`src/rtl/mlc_defines.vh`:
```
`ifndef MLC_DEFINES_VH
`define MLC_DEFINES_VH

// Control message layout, 16-bit information field
`define MLC_TYPE_HI 15
`define MLC_TYPE_LO 13
`define MLC_PORT_HI 2
`define MLC_PARAM_HI 12
`define MLC_RXEN_BIT 12
`define MLC_MAP_HI 7
`define MLC_PARAM_MASK 16'h1fff
`define MLC_FULL_MASK 16'hffff

// Remote to local message types
`define MLC_T_CARRIER 3'h1
`define MLC_T_TXEN 3'h2
`define MLC_T_TXDIS 3'h3
`define MLC_T_RTDIS 3'h5
`define MLC_T_RTEN 3'h6
`define MLC_T_RING 3'h7

// Local to remote message types, defaults of module parameters
`define MLC_DEF_T_LINEPAR 3'h4
`define MLC_DEF_T_DTR 3'h3
`define MLC_DEF_T_BREAK 3'h5

// Sub-field header byte: flag, port, count minus one
`define MLC_HDR_SPC 7
`define MLC_HDR_PORT_HI 6
`define MLC_HDR_PORT_LO 4
`define MLC_HDR_CNT_HI 3
`define MLC_SPACE_CHAR 8'h20

// Route-through buffered frame limit
`define MLC_RT_LIMIT 8'h0a

// Register offsets
`define MLC_A_CTRL 8'h00
`define MLC_A_STAT 8'h04
`define MLC_A_BRK 8'h08
`define MLC_A_FLOW 8'h0c
`define MLC_A_CARR 8'h10
`define MLC_A_RING 8'h14
`define MLC_A_DTR 8'h18
`define MLC_A_TBL_BIT 6
`define MLC_CTRL_RST 2'h3
`define MLC_CTRL_RTAUTO 0
`define MLC_CTRL_LBEN 1
`define MLC_FLOW_DIS 3

`endif

```
`src/rtl/mlc_codec.v`:
```
`timescale 1ns/100ps
`include "mlc_defines.vh"
module mlc_codec #(
   parameter [2:0] T_LINEPAR = `MLC_DEF_T_LINEPAR,
   parameter [2:0] T_DTR = `MLC_DEF_T_DTR,
   parameter [2:0] T_BREAK = `MLC_DEF_T_BREAK,
   parameter NPORT = 8
) (
   input wire mclk,
   input wire nrst,
   input wire [7:0] addr,
   input wire [31:0] wdata,
   input wire wr,
   input wire rd,
   output wire [31:0] rdata,
   input wire rx_ui_valid,
   input wire [15:0] rx_ui_word,
   input wire psf_valid,
   input wire [15:0] psf_word,
   input wire reset_request_frame,
   output reg self_reset,
   output reg aux_reset_request,
   input wire loopback_frame_valid,
   input wire [7:0] loopback_frame_byte,
   input wire loopback_frame_last,
   output reg lb_out_valid,
   output reg [7:0] lb_out_byte,
   output reg lb_out_last,
   input wire info_valid,
   input wire [7:0] info_byte,
   input wire info_last,
   output reg info_ready,
   output reg chr_valid,
   output reg [2:0] chr_port,
   output reg [7:0] chr_data,
   input wire chr_ready,
   input wire rt_link_up,
   input wire rt_frame_buf,
   input wire rt_frame_sent,
   output reg tx_ui_valid,
   output reg [15:0] tx_ui_word,
   input wire tx_ui_ready,
   output reg cfg_valid,
   output reg [2:0] cfg_port,
   output reg [12:0] cfg_word,
   output reg [NPORT-1:0] port_break,
   output reg [NPORT-1:0] port_rx_en,
   output reg [NPORT-1:0] port_dtr
);
   // Sub-field decoder states
   localparam [2:0] SF_HDR = 3'b001;
   localparam [2:0] SF_DATA = 3'b010;
   localparam [2:0] SF_SPC = 3'b100;
   // Route-through announcement states
   localparam [1:0] RT_ON = 2'b01;
   localparam [1:0] RT_OFF = 2'b10;

   // Builds a remote-to-local message word from type and body
   function [15:0] mlc_msg;
      input [2:0] typ;
      input [12:0] body;
      begin
         mlc_msg = {typ, body};
      end
   endfunction

   // Reset-request frame acts as a power-up reset, but only nrst clears the table read port
   wire init = !nrst || reset_request_frame;

   reg [1:0] ctrl_reg;
   reg boot_reg;
   reg [2:0] sf_state_reg;
   reg [2:0] sf_state_next;
   reg [3:0] sf_cnt_reg;
   reg [3:0] sf_cnt_next;
   reg [2:0] sf_port_reg;
   reg [2:0] sf_port_next;
   reg chr_valid_next;
   reg [7:0] chr_data_next;
   reg [1:0] rt_state_reg;
   reg [7:0] rt_cnt_reg;
   reg sw_pend_reg;
   reg [15:0] sw_word_reg;

   wire [2:0] ui_type = rx_ui_word[`MLC_TYPE_HI:`MLC_TYPE_LO];
   wire [2:0] ui_port = rx_ui_word[`MLC_PORT_HI:0];
   wire ui_linepar = rx_ui_valid && (ui_type == T_LINEPAR);
   wire [2:0] psf_port = psf_word[`MLC_PORT_HI:0];

   // Power-up sequence: one reset request toward the next multiplexer
   always @(posedge mclk) begin
      self_reset <= reset_request_frame;
      if (init) begin
         boot_reg <= 1'b1;
         aux_reset_request <= 1'b0;
      end else begin
         boot_reg <= 1'b0;
         aux_reset_request <= boot_reg;
      end
   end

   // Line parameters and port setup both land in the port table
   wire tab_we = ui_linepar || psf_valid;
   wire [2:0] tab_waddr = psf_valid ? psf_port : ui_port;
   wire [15:0] tab_wdata = psf_valid ? psf_word : rx_ui_word;
   // Setup frame also writes the mapped line number; parameter message
   // must leave it alone
   wire [15:0] tab_wmask = psf_valid ? `MLC_FULL_MASK : `MLC_PARAM_MASK;

   // Reception enable per port from bit 12 of either message
   genvar gi;
   generate
      for (gi = 0; gi < NPORT; gi = gi + 1) begin : g_rxen
         always @(posedge mclk) begin
            if (init) begin
               port_rx_en[gi] <= 1'b0;
            end else if (psf_valid && psf_port == gi) begin
               port_rx_en[gi] <= psf_word[`MLC_RXEN_BIT];
            end else if (ui_linepar && ui_port == gi) begin
               port_rx_en[gi] <= rx_ui_word[`MLC_RXEN_BIT];
            end
         end
      end
   endgenerate

   // Received control messages: parameters, break, terminal ready
   always @(posedge mclk) begin
      if (init) begin
         cfg_valid <= 1'b0;
         cfg_port <= 3'h0;
         cfg_word <= 13'h0000;
         port_break <= {NPORT{1'b0}};
         port_dtr <= {NPORT{1'b0}};
      end else begin
         cfg_valid <= ui_linepar;
         if (ui_linepar) begin
            cfg_port <= ui_port;
            cfg_word <= rx_ui_word[`MLC_PARAM_HI:0];
         end
         // Bits 8 to 12 carry nothing for break
         if (rx_ui_valid && ui_type == T_BREAK) begin
            port_break <= rx_ui_word[NPORT-1:0];
         end
         if (rx_ui_valid && ui_type == T_DTR) begin
            port_dtr <= rx_ui_word[NPORT-1:0];
         end
      end
   end

   // Loopback echo; frames pass with a single register of delay
   always @(posedge mclk) begin
      if (init) begin
         lb_out_valid <= 1'b0;
         lb_out_byte <= 8'h00;
         lb_out_last <= 1'b0;
      end else begin
         lb_out_valid <= loopback_frame_valid && ctrl_reg[`MLC_CTRL_LBEN];
         lb_out_byte <= loopback_frame_byte;
         lb_out_last <= loopback_frame_last;
      end
   end

   // Sub-field decoder; accepts a byte only when the char slot is empty,
   // trading half throughput for a registered ready
   wire info_take = info_valid && info_ready;
   wire slot_free = !chr_valid || chr_ready;
   always @* begin
      sf_state_next = sf_state_reg;
      sf_cnt_next = sf_cnt_reg;
      sf_port_next = sf_port_reg;
      chr_valid_next = chr_valid && !chr_ready;
      chr_data_next = chr_data;
      case (sf_state_reg)
         SF_HDR: begin
            if (info_take) begin
               sf_port_next = info_byte[`MLC_HDR_PORT_HI:`MLC_HDR_PORT_LO];
               sf_cnt_next = info_byte[`MLC_HDR_CNT_HI:0];
               if (info_byte[`MLC_HDR_SPC]) begin
                  sf_state_next = SF_SPC;
               end else if (!info_last) begin
                  sf_state_next = SF_DATA;
               end
            end
         end
         SF_DATA: begin
            if (info_take) begin
               chr_valid_next = 1'b1;
               chr_data_next = info_byte;
               sf_cnt_next = sf_cnt_reg - 4'h1;
               // Count exhausted or field ended: next byte is a header
               if (sf_cnt_reg == 4'h0 || info_last) begin
                  sf_state_next = SF_HDR;
               end
            end
         end
         SF_SPC: begin
            if (slot_free) begin
               chr_valid_next = 1'b1;
               chr_data_next = `MLC_SPACE_CHAR;
               sf_cnt_next = sf_cnt_reg - 4'h1;
               if (sf_cnt_reg == 4'h0) begin
                  sf_state_next = SF_HDR;
               end
            end
         end
         default: begin
            sf_state_next = SF_HDR;
         end
      endcase
   end

   // Decoder registers and its output slot
   always @(posedge mclk) begin
      if (init) begin
         sf_state_reg <= SF_HDR;
         sf_cnt_reg <= 4'h0;
         sf_port_reg <= 3'h0;
         chr_valid <= 1'b0;
         chr_data <= 8'h00;
         chr_port <= 3'h0;
         info_ready <= 1'b0;
      end else begin
         sf_state_reg <= sf_state_next;
         sf_cnt_reg <= sf_cnt_next;
         sf_port_reg <= sf_port_next;
         chr_valid <= chr_valid_next;
         chr_data <= chr_data_next;
         if (chr_valid_next && !chr_valid) begin
            chr_port <= sf_port_next;
         end else if (slot_free) begin
            chr_port <= sf_port_next;
         end
         info_ready <= (sf_state_next != SF_SPC) && !chr_valid_next;
      end
   end

   // Frames held for the far multiplexer, counted whether its link is up or down
   wire rt_want_off = !rt_link_up && (rt_cnt_reg > `MLC_RT_LIMIT);
   wire tx_free = !tx_ui_valid || tx_ui_ready;
   wire rt_send_off = (rt_state_reg == RT_ON) && rt_want_off &&
      ctrl_reg[`MLC_CTRL_RTAUTO];
   wire rt_send_on = (rt_state_reg == RT_OFF) && rt_link_up;
   always @(posedge mclk) begin
      if (init) begin
         rt_cnt_reg <= 8'h00;
         rt_state_reg <= RT_ON;
      end else begin
         if (rt_frame_buf && !rt_frame_sent && rt_cnt_reg != 8'hff) begin
            rt_cnt_reg <= rt_cnt_reg + 8'h01;
         end else if (rt_frame_sent && !rt_frame_buf &&
                      rt_cnt_reg != 8'h00) begin
            rt_cnt_reg <= rt_cnt_reg - 8'h01;
         end
         case (rt_state_reg)
            RT_ON: begin
               if (rt_send_off && tx_free) begin
                  rt_state_reg <= RT_OFF;
               end
            end
            RT_OFF: begin
               if (rt_send_on && tx_free) begin
                  rt_state_reg <= RT_ON;
               end
            end
            default: begin
               rt_state_reg <= RT_ON;
            end
         endcase
      end
   end

   // Software-queued message; a write while one waits is dropped,
   // so software polls the busy bit first
   wire a_flow = wr && addr == `MLC_A_FLOW;
   wire a_carr = wr && addr == `MLC_A_CARR;
   wire a_ring = wr && addr == `MLC_A_RING;
   wire sw_take = tx_free && !rt_send_off && !rt_send_on;
   always @(posedge mclk) begin
      if (init) begin
         ctrl_reg <= `MLC_CTRL_RST;
         sw_pend_reg <= 1'b0;
         sw_word_reg <= 16'h0000;
      end else begin
         if (wr && addr == `MLC_A_CTRL) begin
            ctrl_reg <= wdata[1:0];
         end
         if (sw_pend_reg) begin
            sw_pend_reg <= !sw_take;
         end else if (a_flow) begin
            sw_pend_reg <= 1'b1;
            sw_word_reg <= mlc_msg(wdata[`MLC_FLOW_DIS] ? `MLC_T_TXDIS :
               `MLC_T_TXEN, {10'h000, wdata[`MLC_PORT_HI:0]});
         end else if (a_carr) begin
            sw_pend_reg <= 1'b1;
            sw_word_reg <= mlc_msg(`MLC_T_CARRIER,
               {5'h00, wdata[`MLC_MAP_HI:0]});
         end else if (a_ring) begin
            sw_pend_reg <= 1'b1;
            sw_word_reg <= mlc_msg(`MLC_T_RING,
               {5'h00, wdata[`MLC_MAP_HI:0]});
         end
      end
   end

   // Outgoing message slot; route-through news goes ahead of software
   always @(posedge mclk) begin
      if (init) begin
         tx_ui_valid <= 1'b0;
         tx_ui_word <= 16'h0000;
      end else if (tx_free) begin
         if (rt_send_off) begin
            tx_ui_valid <= 1'b1;
            tx_ui_word <= mlc_msg(`MLC_T_RTDIS, 13'h0000);
         end else if (rt_send_on) begin
            tx_ui_valid <= 1'b1;
            tx_ui_word <= mlc_msg(`MLC_T_RTEN, 13'h0000);
         end else begin
            tx_ui_valid <= sw_pend_reg;
            tx_ui_word <= sw_word_reg;
         end
      end
   end

   // Register read data; the table read register is the output flop
   reg [31:0] rd_mux;
   always @* begin
      case (addr)
         `MLC_A_CTRL: rd_mux = {30'h0, ctrl_reg};
         `MLC_A_STAT: rd_mux = {20'h00000, rt_cnt_reg, 1'b0, sw_pend_reg,
            rt_link_up, rt_state_reg == RT_OFF};
         `MLC_A_BRK: rd_mux = {{(32-NPORT){1'b0}}, port_break};
         `MLC_A_DTR: rd_mux = {{(32-NPORT){1'b0}}, port_dtr};
         default: rd_mux = 32'h00000000;
      endcase
   end

   mlc_ptab #(
      .AW(3),
      .DW(16)
   ) u_ptab (
      .clk(mclk),
      .we(tab_we),
      .waddr(tab_waddr),
      .wdata(tab_wdata),
      .wmask(tab_wmask),
      .re(rd && nrst),
      .raddr(addr[4:2]),
      .ext_sel(!addr[`MLC_A_TBL_BIT]),
      .ext_data(rd_mux),
      .rdata(rdata)
   );
endmodule

```
`src/rtl/mlc_ptab.v`:
```
`timescale 1ns/100ps
// Per-port parameter table with a registered read port; the read
// register can also load a word from outside so that one flop
// feeds the register bus read data.
module mlc_ptab #(
   parameter AW = 3,
   parameter DW = 16
) (
   input wire clk,
   input wire we,
   input wire [AW-1:0] waddr,
   input wire [DW-1:0] wdata,
   input wire [DW-1:0] wmask,
   input wire re,
   input wire [AW-1:0] raddr,
   input wire ext_sel,
   input wire [31:0] ext_data,
   output reg [31:0] rdata
);
   reg [DW-1:0] mem [0:(1<<AW)-1];

   // Masked write keeps fields of the entry not named by the mask
   always @(posedge clk) begin
      if (we) begin
         mem[waddr] <= (mem[waddr] & ~wmask) | (wdata & wmask);
      end
   end

   // Read data stand only in the cycle after the read strobe
   always @(posedge clk) begin
      if (!re) begin
         rdata <= 32'h00000000;
      end else if (ext_sel) begin
         rdata <= ext_data;
      end else begin
         rdata <= {{(32-DW){1'b0}}, mem[raddr]};
      end
   end
endmodule

```
`config.mk`:
```
export PLATFORM = sky130hd
export DESIGN_NAME = mlc_codec
export DESIGN_NICKNAME = d
export VERILOG_FILES = /design/src/rtl/mlc_codec.v /design/src/rtl/mlc_ptab.v
export VERILOG_INCLUDE_DIRS = /design/src /design/src/rtl
export SDC_FILE = /design/constraint.sdc
export NUM_CORES = 1
export LEC_CHECK = 0
export BUFFER_PORTS_ARGS = -buffer_cell sky130_fd_sc_hd__buf_2
export CAP_MARGIN = 25
export CORE_MARGIN = 8
export CORE_UTILIZATION = 55
export DETAILED_ROUTE_END_ITERATION = 8
export PLACE_DENSITY = 0.8
export SLEW_MARGIN = 10
export SYNTH_ARGS = -nofsm -noshare
export SYNTH_HDL_FRONTEND = slang
export SYNTH_SLANG_ARGS = --single-unit
```
`constraint.sdc`:
```
create_clock -name mclk -period 7.93 [get_ports mclk]
set_input_delay 1.1895 -clock mclk [delete_from_list [all_inputs] [get_ports mclk]]
set_output_delay 1.1895 -clock mclk [all_outputs]
set_load 0.03 [all_outputs]
```
==> results.tsv <==
metric	value	unit
YS warnings	0	
Final Skew	0.0257	ns
Post-CTS Setup Repair Bufs	0	
area of the multi-input gates	0.00404	mm²
Gate power share	9.1	%
RSZ-0062 raised after global routing	no	
post-synth top area cell	edfxtp_1	
CP max stage cell	o21ai_0	
biggest regs	u_ptab.mem (128), u_ptab.rdata (16)	
leakage power	4.82	nW
number of library cell types mapped by synthesis	69	
Post-Synthesis Cells	888	
pre-CTS WS	3.65	ns
critical path class	input port to register	
vias post-DR	7695	
Max-Cap Viols	0	
initial antenna violation count	1	
headroom to the max-slew limit	28.8	%
Final min period	3.78	ns
Syn Area/Cell	12.1	µm²
router iterations before antenna repair	5	
crit path launch type	input port	
P&R area growth vs syn	18.2	%
Worst-Margin Slew	1.07	ns
vias in the first global route	7670	
PD cells	232	mW/mm²
Sw Ratio	23.0	%
Setup-failing EPs final	0	
Core Footprint	0.0193	mm²
nets	1162	
crit-path cells	buf_2, mux2i_1, inv_1, mux2i_1, mux4_2, o21ai_0	
CTS tree	done	
Biggest register	u_ptab.mem	
Synth Flop Type	edfxtp_1	
Critical Path AT	4.02	ns
# rows	51	
Largest register FFs	128	
final worst slack	4.15	ns
share of the synthesized area in the top cell type	35.8	%
H-tree depth	1	
Crit path largest cell delay	0.55	ns
mapped cell area	0.0107	mm²
Peak VDD IR	183	µV
EDFF count, synth	128	
post-CTS sizing	0	
1st-iter DRT viols	718	
hold buffer count at cts	0	
CTS Sinks	254	
Cells after DPL	1281	
critical path capture point type	register	
Seq/Total Area, Yosys	59.4	%
Clk Latency, worst-skew pair	0.54	ns
drt wl/cell	20.5	µm
DIE AREA	0.0242	mm²
PortBufs	173	
maximum fanout along the worst path	26	
hold_ws	0.445	ns
top cells by count, synth	128 x edfxtp_1, 126 x dfxtp_1, 99 x nand2_1	
final count of hold timing violations	0	
GP Congestion	0.859	
post-route ant nets	0	
P_sw	677	µW
DPL Wire Length	18.5	mm
final wirelength	27.4	mm
largest net degree at the start of global routing	72	
IO Pins	219	
Die Y	156	µm
period utilization	47.6	%
DR vias/cell	5.76	
CTS root buf	clkbuf_16	
TritonCTS buffer count	26	
global-route wire length before repair	42.3	mm
Final TNS setup	0	ns
Pwr Total	2.94	mW
share of cells above drive strength 1	27.6	%
top-count cell post-synth	edfxtp_1	
status	complete, no violations	
Die W	156	µm
Reg power frac	49.2	%
critical path's most frequent cell	mux2i_1	
register area	0.00637	mm²
total gr overflow	0	
asr flop ratio synth	0	%
synth top area cells	edfxtp_1 36%, dfxtp_1 24%, mux4_2 6.9%, mux2i_1 3.6%, nand2_1 3.5%	
post-route insts no fill	1336	
Slew Limit Fails	0	
Clock Power Share	41.7	%
post-synthesis register bit count	254	
filler instances	1449	
Overall Global Routing Usage	22.1	%
clk buf depth	3	
Internal Power	2.27	mW
# DRC	0	
CTS clk-pin slew, worst paths	0.06	ns
Crit path required time	8.17	ns
Initial Util	55.6	%
Min-Delay Path Class	register to register	
Max Clk Rate	0.265	GHz
[path summary, 6_finish.rpt]
kind / cells after the start / end / from / slack (ns)
worst min-delay path: 2 / chr_data[5] / chr_data[5] / 0.45
worst min register to register: 2 / chr_data[5] / chr_data[5] / 0.45
worst max register to register: 9 / rt_cnt_reg[7] / rt_cnt_reg[0] / 5.20
worst max-delay path: 6 / u_ptab.mem[4][15] / psf_valid / 4.15
[placed cells by master, fill, tap and decap left out, types with 8 or more instances in the layout]
cell type and n:
buf_2 173, edfxtp_1 128, dfxtp_1 126, nand2_1 99
a21oi_1 69, nor2_1 61, mux2i_1 39, mux4_2 33
clkbuf_16 27, a22oi_1 25, nand3_1 24, conb_1 21
o21ai_0 17, inv_1 16, mux2_2 14, a211oi_1 13
o21ai_1 13, nor2b_1 12, and2_1 11, nor3b_1 8
[layout make-up]
type                            instances  share of cell area [%]
Multi-Input combinational cell        565                    31.9
Sequential cell                       254                    50.2
Clock buffer                           38                    6.13
Antenna cell                            1                  0.0197
Timing Repair Buffer                  185                    7.84
Inverter                               18                   0.533
Clock inverter                         10                   0.760
Tap cell                              265                    2.62
[through the flow]
stage               utilization [%]  cell area (µm²)
floorplan                         -            10800
global placement               60.8            11700
detailed placement             60.8            11700
CTS                            65.3            12600
global route                   65.8            12700
finish                         65.8            12700
[per-layer routing]
layer / vias to the layer above / wire length, µm / track usage [%]
met5: - / 0 / 0
met2: 370 / 13300 / 36.5
li1: 3570 / - / -
met1: 3702 / 10800 / 27.9
met4: 0 / 729 / 7.81
met3: 53 / 2600 / 5.65
[worst max-delay path, delay by kind of cell]
family | cells | cell delay (ns)
compound gates | 1 | 0.55
mux | 3 | 1.25
buf+inv | 2 | 1.03
[logic make-up after synthesis]
kind of cell,Yosys count,synth area share (%)
AO/OA/AOI/OAI,173,10.2
XOR/XNOR,5,0.408
adder cells (fa/ha/maj),8,1.00
buffers and inverters,89,4.19
flip-flops,254,59.4
multiplexers,87,12.3
other,1,0.0350
AND/OR/NAND/NOR,271,12.6
[power by group through the flow]
stage | Sequential [mW] | Combinational (mW) | Clock, mW
global placement | 1.47 | 0.255 | 0
floorplan | 1.49 | 0.171 | 0
global route | 1.45 | 0.290 | 1.29
CTS | 1.45 | 0.264 | 1.24
finish | 1.45 | 0.268 | 1.23
detailed placement | 1.48 | 0.262 | 0
(Power assumes the default switching activity.)
